<file path="config.mk">
export PLATFORM = sky130hd
export DESIGN_NAME = pps_top
export DESIGN_NICKNAME = d
export VERILOG_FILES = /design/src/rtl/pps_pkg.sv /design/src/rtl/pps_top.sv
export SDC_FILE = /design/constraint.sdc
export NUM_CORES = 1
export LEC_CHECK = 0
export BUFFER_PORTS_ARGS = -buffer_cell sky130_fd_sc_hd__buf_2
export CORE_MARGIN = 2
export CORE_UTILIZATION = 40
export DETAILED_ROUTE_END_ITERATION = 16
export PLACE_DENSITY = 0.64
export SLEW_MARGIN = 5
export SYNTH_ARGS = -nofsm -noshare
export SYNTH_HDL_FRONTEND = slang
export SYNTH_SLANG_ARGS = --single-unit
</file>
<file path="constraint.sdc">
create_clock -name ref_clk -period 1.8 [get_ports ref_clk]
set_clock_uncertainty 0.05 [all_clocks]
set_input_delay 0.09 -clock ref_clk [delete_from_list [all_inputs] [get_ports ref_clk]]
set_output_delay 0.09 -clock ref_clk [all_outputs]
set_load 0.01 [all_outputs]
</file>
<file path="src/rtl/pps_pkg.sv">
// Purpose: Constants and types for the passive parallel slave port.
// Assumes: APB register access, one 10 MHz clock.
// Notes:   Register indices are kept as printed; byte address = 4 * index.
// Function
// Deselected: ignore strobes, release data, no action
// Both strobes high: release data, no transfer
// Address low means data, high means command/status
// Write strobe, address high: latch command byte
// Write strobe, address low: latch data byte
// Read strobe, address high: drive status register
// Read strobe, address low: drive read byte
// Host registers replace shared port B storage
// Host irq pin is status bit7 OR porta bit3
// Host read sets config bit 7, W1C
// Host write sets config bit 6, W1C
// Config bit 5 shows last write was command
// Config bits 3,2,1 enable read/data/command irqs
// Config bit 0 enables port, else silent
// Eight data lines, four controls, one irq
// Synchronise pins; act on trailing strobe edge
// Host keeps address and data stable meanwhile
package pps_pkg;
    // Printed register offsets, used as word indices
    localparam logic [31:0] IDX_CFG      = 32'h4000101C;
    localparam logic [31:0] IDX_RD_STAT  = 32'h40001096;
    localparam logic [31:0] IDX_WR_BYTE  = 32'h40001097;
    localparam logic [31:0] IDX_RD_BYTE  = 32'h400010C8;
    localparam logic [31:0] IDX_IRQ_STAT = 32'h400010D0;
    localparam logic [31:0] IDX_IRQ_MASK = 32'h400010D1;
    localparam int          IDX_BITS     = 12;
    // Configuration register fields
    localparam int CFG_RD_FLAG  = 7;
    localparam int CFG_WR_FLAG  = 6;
    localparam int CFG_CMD_FLAG = 5;
    localparam int CFG_IE_RD    = 3;
    localparam int CFG_IE_WR    = 2;
    localparam int CFG_IE_CMD   = 1;
    localparam int CFG_ENABLE   = 0;
    localparam logic [7:0] CFG_RW_MASK = 8'h0F;
    // Interrupt status and mask fields
    localparam int EV_RD  = 0;
    localparam int EV_DAT = 1;
    localparam int EV_CMD = 2;
    localparam int EV_W   = 3;
    // Host irq pin sources
    localparam int STAT_IRQ_BIT = 7;
    // Reset values
    localparam logic [7:0]      RST_BYTE = 8'h00;
    localparam logic [EV_W-1:0] RST_EV   = 3'h0;
    // Host pin sample
    typedef struct packed {
        logic       sel_n;
        logic       wr_n;
        logic       rd_n;
        logic       a0;
        logic [7:0] data;
    } pps_pins_type;
    localparam pps_pins_type PINS_IDLE = '{1'b1, 1'b1, 1'b1, 1'b0, 8'h00};
endpackage : pps_pkg

</file>
<file path="src/rtl/pps_top.sv">
// Purpose: Passive 8-bit parallel slave port with APB register access.
// Assumes: Host pins are asynchronous; held stable while strobes are low.
// Notes:   Pin response lags the pins by three ref_clk cycles.
//
// Chosen here: register access over APB.
`timescale 1ns/1ps
`default_nettype none
module pps_top
    import pps_pkg::*;
(
    input  wire logic        ref_clk,
    input  wire logic        srst,
    input  wire logic        psel,
    input  wire logic        penable,
    input  wire logic        pwrite,
    input  wire logic [31:0] paddr,
    input  wire logic [31:0] pwdata,
    output var  logic        pready,
    output var  logic [31:0] prdata,
    output var  logic        pslverr,
    input  wire logic        port_select_n,
    input  wire logic        write_strobe_n,
    input  wire logic        read_strobe_n,
    input  wire logic        cmd_data_select,
    input  wire logic [7:0]  host_data_lines_in,
    output var  logic [7:0]  host_data_lines_out,
    output var  logic        host_data_lines_oe,
    output var  logic        host_irq_n,
    input  wire logic        porta_irq_bit,
    output var  logic        cpu_irq
);

    // Register index match on the word address
    function automatic logic hit(input logic [31:0] a,
                                 input logic [31:0] idx);
        hit = (a[IDX_BITS+1:2] == idx[IDX_BITS-1:0]);
    endfunction

    pps_pins_type    pin_s1;
    pps_pins_type    pin_s2;
    logic [7:0]      cfg;
    logic            cmd_flag;
    logic [7:0]      rd_stat;
    logic [7:0]      rd_byte;
    logic [7:0]      wr_byte;
    logic [EV_W-1:0] ev_stat;
    logic [EV_W-1:0] ev_mask;
    logic            wr_prev;
    logic            rd_prev;
    logic [7:0]      cap_data;
    logic            cap_a0;
    logic            port_on;
    logic            wr_act;
    logic            rd_act;
    logic            wr_done;
    logic            rd_done;
    logic            apb_do;
    logic            apb_wr;
    logic            mapped;
    logic [7:0]      next_cfg;
    logic [EV_W-1:0] next_ev;
    logic [EV_W-1:0] ev_set;
    logic [7:0]      cfg_view;

    // Two-stage synchroniser for all host pins
    always_ff @(posedge ref_clk)
    begin
        if (srst)
        begin
            pin_s1 <= PINS_IDLE;
            pin_s2 <= PINS_IDLE;
        end
        else
        begin
            pin_s1 <= '{port_select_n, write_strobe_n, read_strobe_n,
                        cmd_data_select, host_data_lines_in};
            pin_s2 <= pin_s1;
        end
    end

    // Access decode on synchronised pins
    assign port_on = cfg[CFG_ENABLE];
    // Write wins over read strobe level
    assign wr_act  = port_on && !pin_s2.sel_n && !pin_s2.wr_n;
    // Read only with write strobe high
    assign rd_act  = port_on && !pin_s2.sel_n && pin_s2.wr_n
                     && !pin_s2.rd_n;
    // Deselect also ends an access
    assign wr_done = wr_prev && !wr_act;
    assign rd_done = rd_prev && !rd_act;

    // Strobe history and write capture
    always_ff @(posedge ref_clk)
    begin
        if (srst)
        begin
            wr_prev  <= 1'b0;
            rd_prev  <= 1'b0;
            cap_data <= RST_BYTE;
            cap_a0   <= 1'b0;
        end
        else
        begin
            wr_prev <= wr_act;
            rd_prev <= rd_act;
            // Last sample before the trailing edge is kept
            if (wr_act)
            begin
                cap_data <= pin_s2.data;
                cap_a0   <= pin_s2.a0;
            end
        end
    end

    // Written byte and its command/data class
    always_ff @(posedge ref_clk)
    begin
        if (srst)
        begin
            wr_byte  <= RST_BYTE;
            cmd_flag <= 1'b0;
        end
        else if (wr_done)
        begin
            wr_byte  <= cap_data; // see R4 see R5
            cmd_flag <= cap_a0;
        end
    end

    // Data line drive, registered so pins come from flops
    always_ff @(posedge ref_clk)
    begin
        if (srst)
        begin
            host_data_lines_out <= RST_BYTE;
            host_data_lines_oe  <= 1'b0;
        end
        else
        begin
            host_data_lines_oe <= rd_act; // see R1 see R2
            if (rd_act)
                host_data_lines_out <= pin_s2.a0 ? rd_stat
                                                 : rd_byte;
        end
    end

    // APB access phase; one wait state then ready
    assign apb_do = psel && penable && pready;
    assign apb_wr = apb_do && pwrite;
    assign mapped = hit(paddr, IDX_CFG) || hit(paddr, IDX_RD_STAT)
                    || hit(paddr, IDX_WR_BYTE) || hit(paddr, IDX_RD_BYTE)
                    || hit(paddr, IDX_IRQ_STAT)
                    || hit(paddr, IDX_IRQ_MASK);

    // Configuration next value: set beats write-one clear
    always_comb
    begin
        next_cfg = cfg;
        if (apb_wr && hit(paddr, IDX_CFG))
        begin
            next_cfg[CFG_RD_FLAG] = cfg[CFG_RD_FLAG]
                                    && !pwdata[CFG_RD_FLAG];
            next_cfg[CFG_WR_FLAG] = cfg[CFG_WR_FLAG]
                                    && !pwdata[CFG_WR_FLAG];
            next_cfg[3:0] = pwdata[3:0] & CFG_RW_MASK[3:0];
        end
        if (rd_done)
            next_cfg[CFG_RD_FLAG] = 1'b1;
        if (wr_done)
            next_cfg[CFG_WR_FLAG] = 1'b1;
        next_cfg[5:4] = 2'h0;
    end

    always_ff @(posedge ref_clk)
    begin
        if (srst)
            cfg <= RST_BYTE;
        else
            cfg <= next_cfg;
    end

    // Software view of config adds the live command flag
    always_comb
    begin
        cfg_view = cfg;
        cfg_view[CFG_CMD_FLAG] = cmd_flag;
    end

    // Host-visible status and read byte, written by software
    always_ff @(posedge ref_clk)
    begin
        if (srst)
        begin
            rd_stat <= RST_BYTE;
            rd_byte <= RST_BYTE;
        end
        else
        begin
            if (apb_wr && hit(paddr, IDX_RD_STAT))
                rd_stat <= pwdata[7:0];
            if (apb_wr && hit(paddr, IDX_RD_BYTE))
                rd_byte <= pwdata[7:0];
        end
    end

    // Event status: hardware set wins over software clear
    always_comb
    begin
        ev_set = '0;
        ev_set[EV_RD]  = rd_done;
        ev_set[EV_DAT] = wr_done && !cap_a0;
        ev_set[EV_CMD] = wr_done && cap_a0;
        next_ev = ev_stat;
        if (apb_wr && hit(paddr, IDX_IRQ_STAT))
            next_ev = ev_stat & ~pwdata[EV_W-1:0];
        next_ev = next_ev | ev_set;
    end

    always_ff @(posedge ref_clk)
    begin
        if (srst)
        begin
            ev_stat <= RST_EV;
            ev_mask <= RST_EV;
        end
        else
        begin
            ev_stat <= next_ev;
            if (apb_wr && hit(paddr, IDX_IRQ_MASK))
                ev_mask <= pwdata[EV_W-1:0];
        end
    end

    // Processor interrupt, gated by mask and config enables
    always_ff @(posedge ref_clk)
    begin
        if (srst)
            cpu_irq <= 1'b0;
        else
            cpu_irq <= (ev_stat[EV_RD] && ev_mask[EV_RD]
                        && cfg[CFG_IE_RD])
                    || (ev_stat[EV_DAT] && ev_mask[EV_DAT]
                        && cfg[CFG_IE_WR])
                    || (ev_stat[EV_CMD] && ev_mask[EV_CMD]
                        && cfg[CFG_IE_CMD]);
    end

    // Host irq pin idles high while the port is off
    always_ff @(posedge ref_clk)
    begin
        if (srst)
            host_irq_n <= 1'b1;
        else
            host_irq_n <= !port_on || rd_stat[STAT_IRQ_BIT]
                          || porta_irq_bit;
    end

    // APB slave: ready one cycle into the access phase
    always_ff @(posedge ref_clk)
    begin
        if (srst)
        begin
            pready  <= 1'b0;
            prdata  <= 32'h00000000;
            pslverr <= 1'b0;
        end
        else
        begin
            pready  <= psel && penable && !pready;
            pslverr <= psel && penable && !pready && !mapped;
            prdata  <= 32'h00000000;
            if (psel && penable && !pready && !pwrite)
            begin
                if (hit(paddr, IDX_CFG))
                    prdata[7:0] <= cfg_view;
                else if (hit(paddr, IDX_RD_STAT))
                    prdata[7:0] <= rd_stat;
                else if (hit(paddr, IDX_WR_BYTE))
                    prdata[7:0] <= wr_byte;
                else if (hit(paddr, IDX_RD_BYTE))
                    prdata[7:0] <= rd_byte;
                else if (hit(paddr, IDX_IRQ_STAT))
                    prdata[EV_W-1:0] <= ev_stat;
                else if (hit(paddr, IDX_IRQ_MASK))
                    prdata[EV_W-1:0] <= ev_mask;
            end
        end
    end
endmodule : pps_top
`default_nettype wire

</file>
Yosys cells after proc, flatten, opt, wreduce, memory -nomap -nowiden
Index checks and enable logic that the tools add are counted.
{ "totals": {"ff_bits": 116, "input_bits": 82, "output_inout_bits": 45, "wordCells": 103} }
{ "op_classes": {"eq_ne": 6, "n_mux": 12, "bitwise": 4, "n_reduce_logical": 51} }
{ "ops": {"columns": ["cell", "n"], "rows": [
  ["12-bit by 8-bit == test with 1-bit output (second input constant)", 5],
  ["8-bit two-way mux", 4],
  ["1-bit logical AND", 27],
  ["12-bit by 5-bit == test with 1-bit output (second input constant)", 1],
  ["1-bit logical NOT", 12],
  ["3-bit two-way mux", 4],
  ["1-bit logical OR", 9],
  ["5-bit two-way mux", 1],
  ["2-bit nonzero test", 2],
  ["3-bit AND", 1],
  ["3-bit NOT", 1],
  ["3-bit OR", 1],
  ["1-bit two-way mux", 2],
  ["2-bit two-way mux", 1],
  ["2-bit OR reduction", 1],
  ["1-bit NOT", 1]
]} }

Longest topological paths before layout
Gate-level depths: netlist (run 1).
{ "depth": {"ltp_word": 8, "ltp_mapped": 6, "depth_no_buf": 5} }

Least setup slack after synthesis (run 1)
OpenSTA, ideal clock, no wires.
{ "synth_timing": {"kind": "input port to flip-flop", "start": "in paddr[10]", "end": "reg cfg[0]", "setup_time_ns": 0.128, "arrival_ns": 1.489, "required_ns": 1.622, "setup_slack_ns": 0.133, "stages": 5, "path_buffers": 0, "path_cell_list": "or4_4 -> nor4_4 -> nor3b_4 -> mux2i_1 -> nor2_1"} }
{ "synth_between": {"elab_chain_cells": 2} }
{ "synth_rtl": {"columns": ["element", "line_no", "source"], "rows": [
  ["from (decl)", "pps_top.sv:16", "input wire logic [31:0] paddr,"],
  ["12-bit by 5-bit == test with 1-bit output", "pps_top.sv:36", "hit = (a[IDX_BITS+1:2] == idx[IDX_BITS-1:0]);"],
  ["1-bit logical AND", "pps_top.sv:159", "if (apb_wr && hit(paddr, IDX_CFG))"],
  ["to (signal assigned)", "pps_top.sv:179", "cfg <= next_cfg;"],
  ["to (decl)", "pps_top.sv:41", "logic [7:0] cfg;"]
]} }
No other way between the ends.
A chain may end at the register's enable or synchronous reset.

Worst setup path after layout (run 1)
{ "layout_timing": {"start": "in penable", "end": "reg cfg[0]"} }
{ "layout_between": {"elab_chain_cells": 4} }
{ "layout_rtl": {"columns": ["element", "line_no", "source"], "rows": [
  ["from (decl)", "pps_top.sv:14", "input wire logic penable,"],
  ["1-bit logical AND (2 in a row)", "pps_top.sv:148", "assign apb_do = psel && penable && pready;"],
  ["1-bit logical AND", "pps_top.sv:149", "assign apb_wr = apb_do && pwrite;"],
  ["1-bit logical AND", "pps_top.sv:159", null]
]} }
No other way between the ends.

==> results of run 1 <==
layer usage:
metal / share of wire (%) / vias to the layer above
met5: 0 / -
met4: 0.89 / 0
met3: 3.9 / 7
met2: 49 / 62
met1: 46 / 1327
li1: - / 1451
worst paths after layout:
kind / endpoint / start / slack [ns]
worst max-delay path: cfg[0]$_SDFFE_PP0P_ / penable / 0.10
worst min-delay path: rd_byte[1]$_SDFFE_PP0P_ / pwdata[1] / 0.05
worst max register to register: cfg[0]$_SDFFE_PP0P_ / pready$_SDFF_PP0_ / 0.13
worst min register to register: pin_s2[9]$_SDFF_PP1_ / pin_s1[9]$_SDFF_PP1_ / 0.36
repair_timing:
action	CTS	global route
endpoints found under the hold margin	31	1
hold buffers	23	1
setup endpoints to repair	0	3
resized for setup	0	3
state kept, by name, summed over array words and instances, names as in the netlist, 3 cells and up:
name,cells
cap_data,8
cfg,6
ev_mask,3
ev_stat,3
host_data_lines_out,8
pin_s1,12
pin_s2,12
prdata,8
rd_byte,8
rd_stat,8
wr_byte,8
worst reg2reg max path, stage by stage (launching register included):
cell and delay (ns):
dfxtp_1 0.35, nand4_1 0.18, nor4_4 0.27, nor3b_4 0.24, buf_6 0.17, mux2i_2 0.23, nor2_1 0.06
Yosys cell counts (all sizes together) (3+ instances only):
cell type,number
a21oi,19
a22oi,3
o22ai,3
a211oi,8
nor2b,22
mux2,6
a222oi,3
nor2,53
or2,6
nor3b,3
dfxtp,92
nand2b,4
nand3,9
buf,27
o21a,3
nor4,6
nand4bb,3
nand2,29
o21ai,3
mux2i,45
clkbuf,15
metrics by stage:
| stage | cell area [sq um] | worst slack (ns) | util, % | setup TNS, ns | total power (uW) |
|---|---|---|---|---|---|
| after floorplan | 3812 | 0.1335 | - | 0 | 2258 |
| after global placement | 4174 | -0.1015 | 45.60 | -0.2726 | 2299 |
| after detailed placement | 4174 | -0.09257 | 45.60 | -0.3182 | 2302 |
| after CTS | 4642 | 0.04131 | 50.72 | 0 | 3946 |
| after global routing | 4651 | 0.02173 | 50.81 | 0 | 4053 |
| final | 4651 | 0.1008 | 50.81 | 0 | 3900 |
logic make-up (layout without fill, tap and decap cells):
| kind of cell | count (synthesis) | count (layout) | synth area share [%] |
|---|---|---|---|
| AND/OR/NAND/NOR | 146 | 146 | 21.73 |
| buffers and inverters | 44 | 120 | 6.884 |
| flip-flops | 92 | 92 | 49.43 |
| other | 1 | 24 | 0.1006 |
| AO/OA/AOI/OAI | 46 | 46 | 7.959 |
| multiplexers | 51 | 51 | 13.90 |
where the power goes:
part / internal, uW / leakage (uW) / switching (uW)
Combinational: 103 / 0.00107 / 119
Sequential: 2060 / 0.000747 / 10.6
Clock: 920 / 0.000123 / 688
layout make-up:
class                   count  area [sq um]  share of cell area, %
clock buffers               9         123.9                  2.663
clock inverters             7         113.9                  2.448
inverters                   2         7.507                 0.1614
multi-input cells         267          1729                  37.18
flip-flops and latches     92          1843                  39.63
well taps                 111         138.9                  2.986
repair buffers            102         694.4                  14.93
==> impl_metrics.env, run 1 <==
export IMPL_initial_core_util_pct=40.71
export IMPL_clkTransAtPathRegs_ns=0.09
export IMPL_ys_ff_latch=92
export IMPL_most_common_layout_cells="91 x dfxtp_1, 58 x buf_2, 53 x nor2_1"
export IMPL_crit_fanout=5
export IMPL_min_period_over_period_pct=94.40
export IMPL_final_common_cell="dfxtp_1"
export IMPL_firstDrtPassIters=4
export IMPL_p_leak_uw=0.001942
export IMPL_use_met3_pct=4.369
export IMPL_cp_top_family="buffers and inverters"
export IMPL_tritoncts="built"
export IMPL_setup_viol=0
export IMPL_ys_flop_type="dfxtp_1"
export IMPL_cp_depth=8
export IMPL_gp_congestion=0.8511
export IMPL_power_density_nw_per_um2=838.5
export IMPL_hold_violations=0
export IMPL_die_h_microns=100.5
export IMPL_crit_chain="dlygate4sd3_1, buf_2, nand4_1, nor4_4, nor3b_4, buf_6, mux2i_2, nor2_1"
export IMPL_grt_busiest_layer="met2"
export IMPL_netlist_cell_type_count=44
export IMPL_num_vias=2847
export IMPL_status="finished clean"
export IMPL_synth_edf_count=0
export IMPL_max_stage_delay_ns=0.53
export IMPL_die_w_microns=100.5
export IMPL_yosysWarnings=0
export IMPL_hold_ws_ns=0.04604
export IMPL_cts_setup_buffers=0
export IMPL_maxSlewViolCount=0
export IMPL_fmax_ghz=0.5885
export IMPL_clock_sinks=92
export IMPL_grt_pass1_wl_microns=12260
export IMPL_overflow=0
export IMPL_syn_to_final_growth_pct=24.82
export IMPL_yosys_area_top_type="dfxtp_1"
export IMPL_startpoint_type="input pin"
export IMPL_cap_viol_max_count=0
export IMPL_hold_class="input pin to register"
export IMPL_layout_drive_gt1_share_pct=25.47
export IMPL_ir_worst_vdd_v=0.0003924
export IMPL_grt_max_degree=82
export IMPL_dp_hpwl_microns=5461
export IMPL_grt_usage_pct=15.65
export IMPL_drt_iter0_drc=95
export IMPL_nFillCells=843
export IMPL_core_area_sq_um=9153
export IMPL_dieArea_sq_um=10100
export IMPL_io_pins=127
export IMPL_ys_top_cells_by_area="dfxtp_1 49%, mux2i_1 12%, nor2_1 5.3%"
export IMPL_final_cell_count_no_fill=590
export IMPL_critPathBufInv=3
export IMPL_synth_seq_area_share_pct=49.43
export IMPL_grtUsageMet1_pct=19.54
export IMPL_syn_inst=380
export IMPL_totalWireLength_microns=7764
export IMPL_whs_path_depth=3
export IMPL_clock_tree_buffer_depth=2
export IMPL_crit_type="input pin to register"
export IMPL_ant_nets=0
export IMPL_remaining_drc_errors=0
export IMPL_slew_headroom_pct=57.57
export IMPL_worst_pin_slew_ns=0.6352
export IMPL_io_buffers=58
export IMPL_synth_area_per_cell_sq_um=9.805
export IMPL_syn_area_sq_um=3726
export IMPL_grt_pass1_vias=2555
export IMPL_synth_top_area_share_pct=49.43
export IMPL_cp_end_kind="register"
export IMPL_cp_slowest_cell="dlygate4sd3_1"
export IMPL_rows=35
export IMPL_dp_cells=551
export IMPL_numCtsBuffers=9
export IMPL_worstSkewPairLatency_ns=0.35
export IMPL_antenna_cells=0
export IMPL_crit_required_ns=1.99
export IMPL_grt_use_met2_pct=26.48
export IMPL_layout_nets=556
export IMPL_h_tree_depth=3
export IMPL_rsz0062_at_grt="no"
export IMPL_synth_async_reset_ratio_pct=0
export IMPL_fin_crit_ns=1.699
export IMPL_arrival_ns=1.89
export IMPL_cts_root_buf="clkbuf_8"
export IMPL_viasPerCell=4.825
export IMPL_antenna_found_initial=0
export IMPL_r2r_cells=6
export IMPL_wire_per_inst_microns=13.16
No activity file was read; power rests on OpenSTA's default activity.
==> inputs of run 2 (changes only) <==
Settings changed: PLACE_DENSITY 0.64 to unset, PLACE_DENSITY_LB_ADDON set to 0.05, SETUP_SLACK_MARGIN set to 0.5.
==> impl_metrics.env, run 2 (synthesis gave the netlist of run 1 again) <==
export IMPL_p_leak_uw=0.002055
export IMPL_grt_usage_pct=17.56
export IMPL_clock_power_share_pct=41.9
export IMPL_pwr_share_comb_pct=6.0
export IMPL_dp_cells=550
export IMPL_antenna_cells=0
export IMPL_power_density_nw_per_um2=804.1
export IMPL_clkTransAtPathRegs_ns=0.09
export IMPL_crit_fanout=5
export IMPL_rows=35
export IMPL_r2r_cells=6
export IMPL_ir_worst_vdd_v=0.0006634
export IMPL_drt_iter0_drc=127
export IMPL_io_buffers=58
export IMPL_core_area_sq_um=9153
export IMPL_overflow=0
export IMPL_p_int_uw=3108
export IMPL_dp_hpwl_microns=5758
export IMPL_most_common_layout_cells="89 x dfxtp_1, 57 x buf_2, 50 x nor2_1"
export IMPL_final_common_cell="dfxtp_1"
export IMPL_tritoncts="built"
export IMPL_wire_per_inst_microns=14.10
export IMPL_hold_violations=0
export IMPL_io_pins=127
export IMPL_reg_top3="pin_s1: 12 flops, pin_s2: 12 flops"
export IMPL_cap_viol_max_count=0
export IMPL_syn_to_final_growth_pct=32.44
export IMPL_whs_path_depth=3
export IMPL_grt_pass1_vias=2764
export IMPL_arrival_ns=1.79
export IMPL_fmax_ghz=0.6280
export IMPL_gp_congestion=0.8028
export IMPL_startpoint_type="register"
export IMPL_numCtsBuffers=9
export IMPL_viasPerCell=4.829
export IMPL_fin_ws_ns=0.2076
export IMPL_setup_viol=0
export IMPL_crit_required_ns=2.00
export IMPL_layout_nets=567
export IMPL_place_ws_ns=-0.08871
export IMPL_grt_pass1_wl_microns=13580
export IMPL_h_tree_depth=3
export IMPL_dieArea_sq_um=10100
export IMPL_cts_root_buf="clkbuf_8"
export IMPL_status="finished clean"
export IMPL_ant_nets=0
export IMPL_min_period_over_period_pct=88.46
export IMPL_grt_max_degree=82
export IMPL_rsz0062_at_grt="yes"
export IMPL_totalWireLength_microns=8474
export IMPL_cp_end_kind="register"
export IMPL_antenna_found_initial=0
export IMPL_firstDrtPassIters=6
export IMPL_clock_sinks=92
export IMPL_remaining_drc_errors=0
export IMPL_switching_share_pct=21.69
export IMPL_p_switching_uw=860.6
export IMPL_num_vias=2902
export IMPL_layout_drive_gt1_share_pct=31.22
export IMPL_hold_class="input pin to register"
export IMPL_clock_tree_buffer_depth=2
export IMPL_maxSlewViolCount=0
export IMPL_crit_type="register to register"
export IMPL_die_h_microns=100.5
export IMPL_die_w_microns=100.5
export IMPL_fin_crit_ns=1.592
export IMPL_nFillCells=854
export IMPL_final_cell_count_no_fill=601
export IMPL_worstSkewPairLatency_ns=0.36
export IMPL_initial_core_util_pct=40.71
export IMPL_seq_power_share_pct=52.1
[run 2: cell count changes in the layout (fill, tap and decap cells not counted), moves of 3 or more]
cell	delta
nor2_1	-3
nand3_2	+3
nand3_1	-3
clkinv_2	-3
buf_12	+3
a21oi_2	+3
buf_6	+9
a21oi_1	-3
[run 2: routing by layer]
layer / global-route usage (%) / up-vias / wire length [microns]
li1: - / 1469 / -
met1: 22.18 / 1359 / 3968
met2: 29.69 / 63 / 4033
met3: 4.092 / 11 / 359
met4: 5.690 / 0 / 111
met5: 0 / - / 0
[run 2: repair_timing]
item	in CTS	in global routing
setup buffers	8	4
pin swaps	11	15
gates resized for setup	25	20
hold buffers	21	0
endpoints found under the setup margin	62	64
hold endpoints to repair	27	0
gates cloned	1	1
[run 2: path summary, 6_finish.rpt]
path         slack [ns]                   from               endpoint
min                0.03              pwdata[1]    cfg[1]$_SDFFE_PP0P_
max reg2reg        0.21      pready$_SDFF_PP0_    cfg[0]$_SDFFE_PP0P_
max                0.21      pready$_SDFF_PP0_    cfg[0]$_SDFFE_PP0P_
min reg2reg        0.36  pin_s1[10]$_SDFF_PP1_  pin_s2[10]$_SDFF_PP1_
[run 2: metrics by stage]
stage	util, %	hold WS (ns)	power [uW]	instance area, sq um	TNS, ns
global route	53.92	0.03078	4130	4935	0
CTS	52.59	0.01204	4020	4813	0
finish	53.92	0.03082	3968	4935	0
detailed placement	45.66	0.2286	2306	4179	-0.4847
floorplan	-	0.1390	2258	3822	0
global placement	45.66	0.2239	2304	4179	-0.4951
[run 2: area by class of cell]
class / count / area, sq um / area share [%]
Sequential cell: 92 / 1846 / 37.40
Timing Repair Buffer: 113 / 853.3 / 17.29
Multi-Input combinational cell: 267 / 1843 / 37.35
Clock inverter: 6 / 118.9 / 2.409
Tap cell: 111 / 138.9 / 2.814
Clock buffer: 10 / 127.6 / 2.586
Inverter: 2 / 7.507 / 0.1521
[run 2: worst max-delay path, stage by stage (launching register included)]
cell and delay (ns):
dfxtp_2 0.33, nand4_1 0.16, nor4_4 0.27, nor3b_4 0.26
buf_12 0.15, mux2i_1 0.19, nor2_1 0.06
[run 2: power groups by stage]
stage | logic (uW) | clock network (uW) | registers (uW)
after global routing | 259 | 1800 | 2070
after global placement | 190 | 0 | 2110
after floorplan | 145 | 0 | 2110
after detailed placement | 191 | 0 | 2110
after CTS | 234 | 1720 | 2070
final | 237 | 1660 | 2070
==> inputs of run 3 (changes only) <==
Settings changed: CTS_CLUSTER_SIZE set to 12.
Clock period 1.8 ns to 1.3 ns, I/O delays scaled along.
==> impl_metrics.env, run 3 (synthesis gave the netlist of run 1 again) <==
export IMPL_final_common_cell="dfxtp_1"
export IMPL_syn_to_final_growth_pct=42.51
export IMPL_fin_ws_ns=-0.2271
export IMPL_min_period_over_period_pct=117.5
export IMPL_layout_drive_gt1_share_pct=45.05
export IMPL_power_density_nw_per_um2=956.0
export IMPL_crit_fanout=5
export IMPL_arrival_ns=1.73
export IMPL_firstDrtPassIters=4
export IMPL_cp_slowest_cell="dfxtp_2"
export IMPL_grt_max_degree=34
export IMPL_clock_sinks=92
export IMPL_multiInputGateArea_sq_um=1991
export IMPL_antenna_found_initial=0
export IMPL_num_vias=3060
export IMPL_gp_congestion=0.8746
export IMPL_io_buffers=58
export IMPL_place_ws_ns=-0.4925
export IMPL_holdBufCountCts=20
export IMPL_wire_per_inst_microns=15.25
export IMPL_io_pins=127
export IMPL_overflow=0
export IMPL_design_area_sq_um=5310
export IMPL_grt_pass1_wl_microns=14820
export IMPL_critPathBufInv=1
export IMPL_initial_core_util_pct=40.71
export IMPL_startpoint="pready$_SDFF_PP0_"
export IMPL_crit_required_ns=1.50
export IMPL_violations="negative hold slack, negative setup slack"
export IMPL_dp_hpwl_microns=6570
export IMPL_p_leak_uw=0.002241
export IMPL_dp_cells=574
export IMPL_grt_pass1_vias=2872
export IMPL_core_area_sq_um=9153
export IMPL_hold_violations=3
export IMPL_h_tree_depth=3
export IMPL_drt_iter0_drc=87
export IMPL_clock_tree_buffer_depth=2
export IMPL_seq_area_sq_um=1881
export IMPL_r2r_cells=6
export IMPL_tritoncts="built"
export IMPL_worstSkewPairLatency_ns=0.36
export IMPL_grt_usage_pct=19.36
export IMPL_viasPerCell=4.888
export IMPL_cap_viol_max_count=0
export IMPL_antenna_cells=0
export IMPL_max_stage_delay_ns=0.34
export IMPL_dieArea_sq_um=10100
export IMPL_remaining_drc_errors=0
export IMPL_rsz0062_at_grt="yes"
export IMPL_ant_nets=0
export IMPL_crit_chain="nand4_1, nor4_4, nor3b_4, buf_6, mux2i_1, nor2_1"
export IMPL_final_cell_count_no_fill=626
export IMPL_hold_start="porta_irq_bit"
export IMPL_layout_nets=592
export IMPL_cp_top_family="simple AND/OR/NAND/NOR gates"
export IMPL_ir_worst_vdd_v=0.0005458
export IMPL_hold_class="input pin to register"
export IMPL_status="finished with violations"
export IMPL_hold_ws_ns=-0.1436
export IMPL_most_common_layout_cells="65 x dfxtp_1, 49 x nor2_1, 45 x mux2i_1"
export IMPL_fmax_ghz=0.6548
export IMPL_cp_end_kind="register"
export IMPL_setup_viol=29
export IMPL_reg_top3="pin_s1: 12 flops, pin_s2: 12 flops"
export IMPL_die_w_microns=100.5
export IMPL_dpl_cell_area_sq_um=4375
export IMPL_cp_depth=6
export IMPL_clkTransAtPathRegs_ns=0.10
export IMPL_maxSlewViolCount=0
export IMPL_endpoint="cfg[0]$_SDFFE_PP0P_"
export IMPL_reg2reg_to="cfg[0]$_SDFFE_PP0P_"
export IMPL_fin_crit_ns=1.527
export IMPL_rows=35
export IMPL_r2r_slack_ns=-0.23
export IMPL_cts_root_buf="clkbuf_8"
export IMPL_crit_type="register to register"
export IMPL_worstReg2RegStart="pready$_SDFF_PP0_"
export IMPL_die_h_microns=100.5
export IMPL_nFillCells=805
export IMPL_totalWireLength_microns=9549
export IMPL_startpoint_type="register"
export IMPL_numCtsBuffers=9
-- run 3: cell count changes in the layout (fill, tap and decap cells not counted), sizes merged --
cell         before  now
clkinvlp          0    2
clkbuf           10   11
buf              92  117
bufinv            3    0
nand2b            4    5
dlygate4sd3      21   20
-- run 3: how the worst min path moves through the flow --
stage	cells past startpoint	to
2_1_floorplan	1	pready$_SDFF_PP0_
3_3_place_gp	2	pin_s1[9]$_SDFF_PP1_
3_5_place_dp	2	pin_s1[9]$_SDFF_PP1_
4_1_cts	2	host_irq_n$_SDFF_PP1_
5_1_grt	2	host_irq_n$_SDFF_PP1_
6_report	2	host_irq_n$_SDFF_PP1_
-- run 3: layer usage --
| layer | GRT usage, % | vias up | wire, microns |
|---|---|---|---|
| li1 | - | 1524 | - |
| met1 | 25.38 | 1476 | 4546 |
| met2 | 32.42 | 54 | 4656 |
| met3 | 3.398 | 6 | 259 |
| met4 | 6.322 | 0 | 87 |
| met5 | 0 | - | 0 |
-- run 3: cell type report --
class / instances / area share, %
inverter: 2 / 0.1414
tap: 111 / 2.615
multi-input combinational: 268 / 37.49
timing repair buffer: 137 / 20.85
clock buffer: 11 / 2.663
sequential: 92 / 35.41
clock inverter: 5 / 0.8247
-- run 3: what timing repair did --
item,CTS,global route
setup buffers,8,5
gates cloned,3,0
resized for setup,61,60
pin swaps,23,41
endpoints found under the setup margin,89,89
endpoints found under the hold margin,36,2
-- run 3: through the flow --
stage | hold slack [ns] | TNS [ns] | total power, uW | util, %
floorplan | 0.1064 | -9.238 | 3134 | -
global placement | 0.1977 | -13.60 | 3226 | 47.81
detailed placement | 0.1995 | -14.29 | 3229 | 47.81
CTS | -0.1535 | -3.686 | 5134 | 55.41
global route | -0.1463 | -7.298 | 5256 | 58.02
finish | -0.1436 | -3.372 | 5076 | 58.02
-- run 3: power breakdown --
group / internal [uW] / switching, uW
combinational: 177 / 198
sequential: 2850 / 11.5
clock: 773 / 1070
total: 3800 / 1280
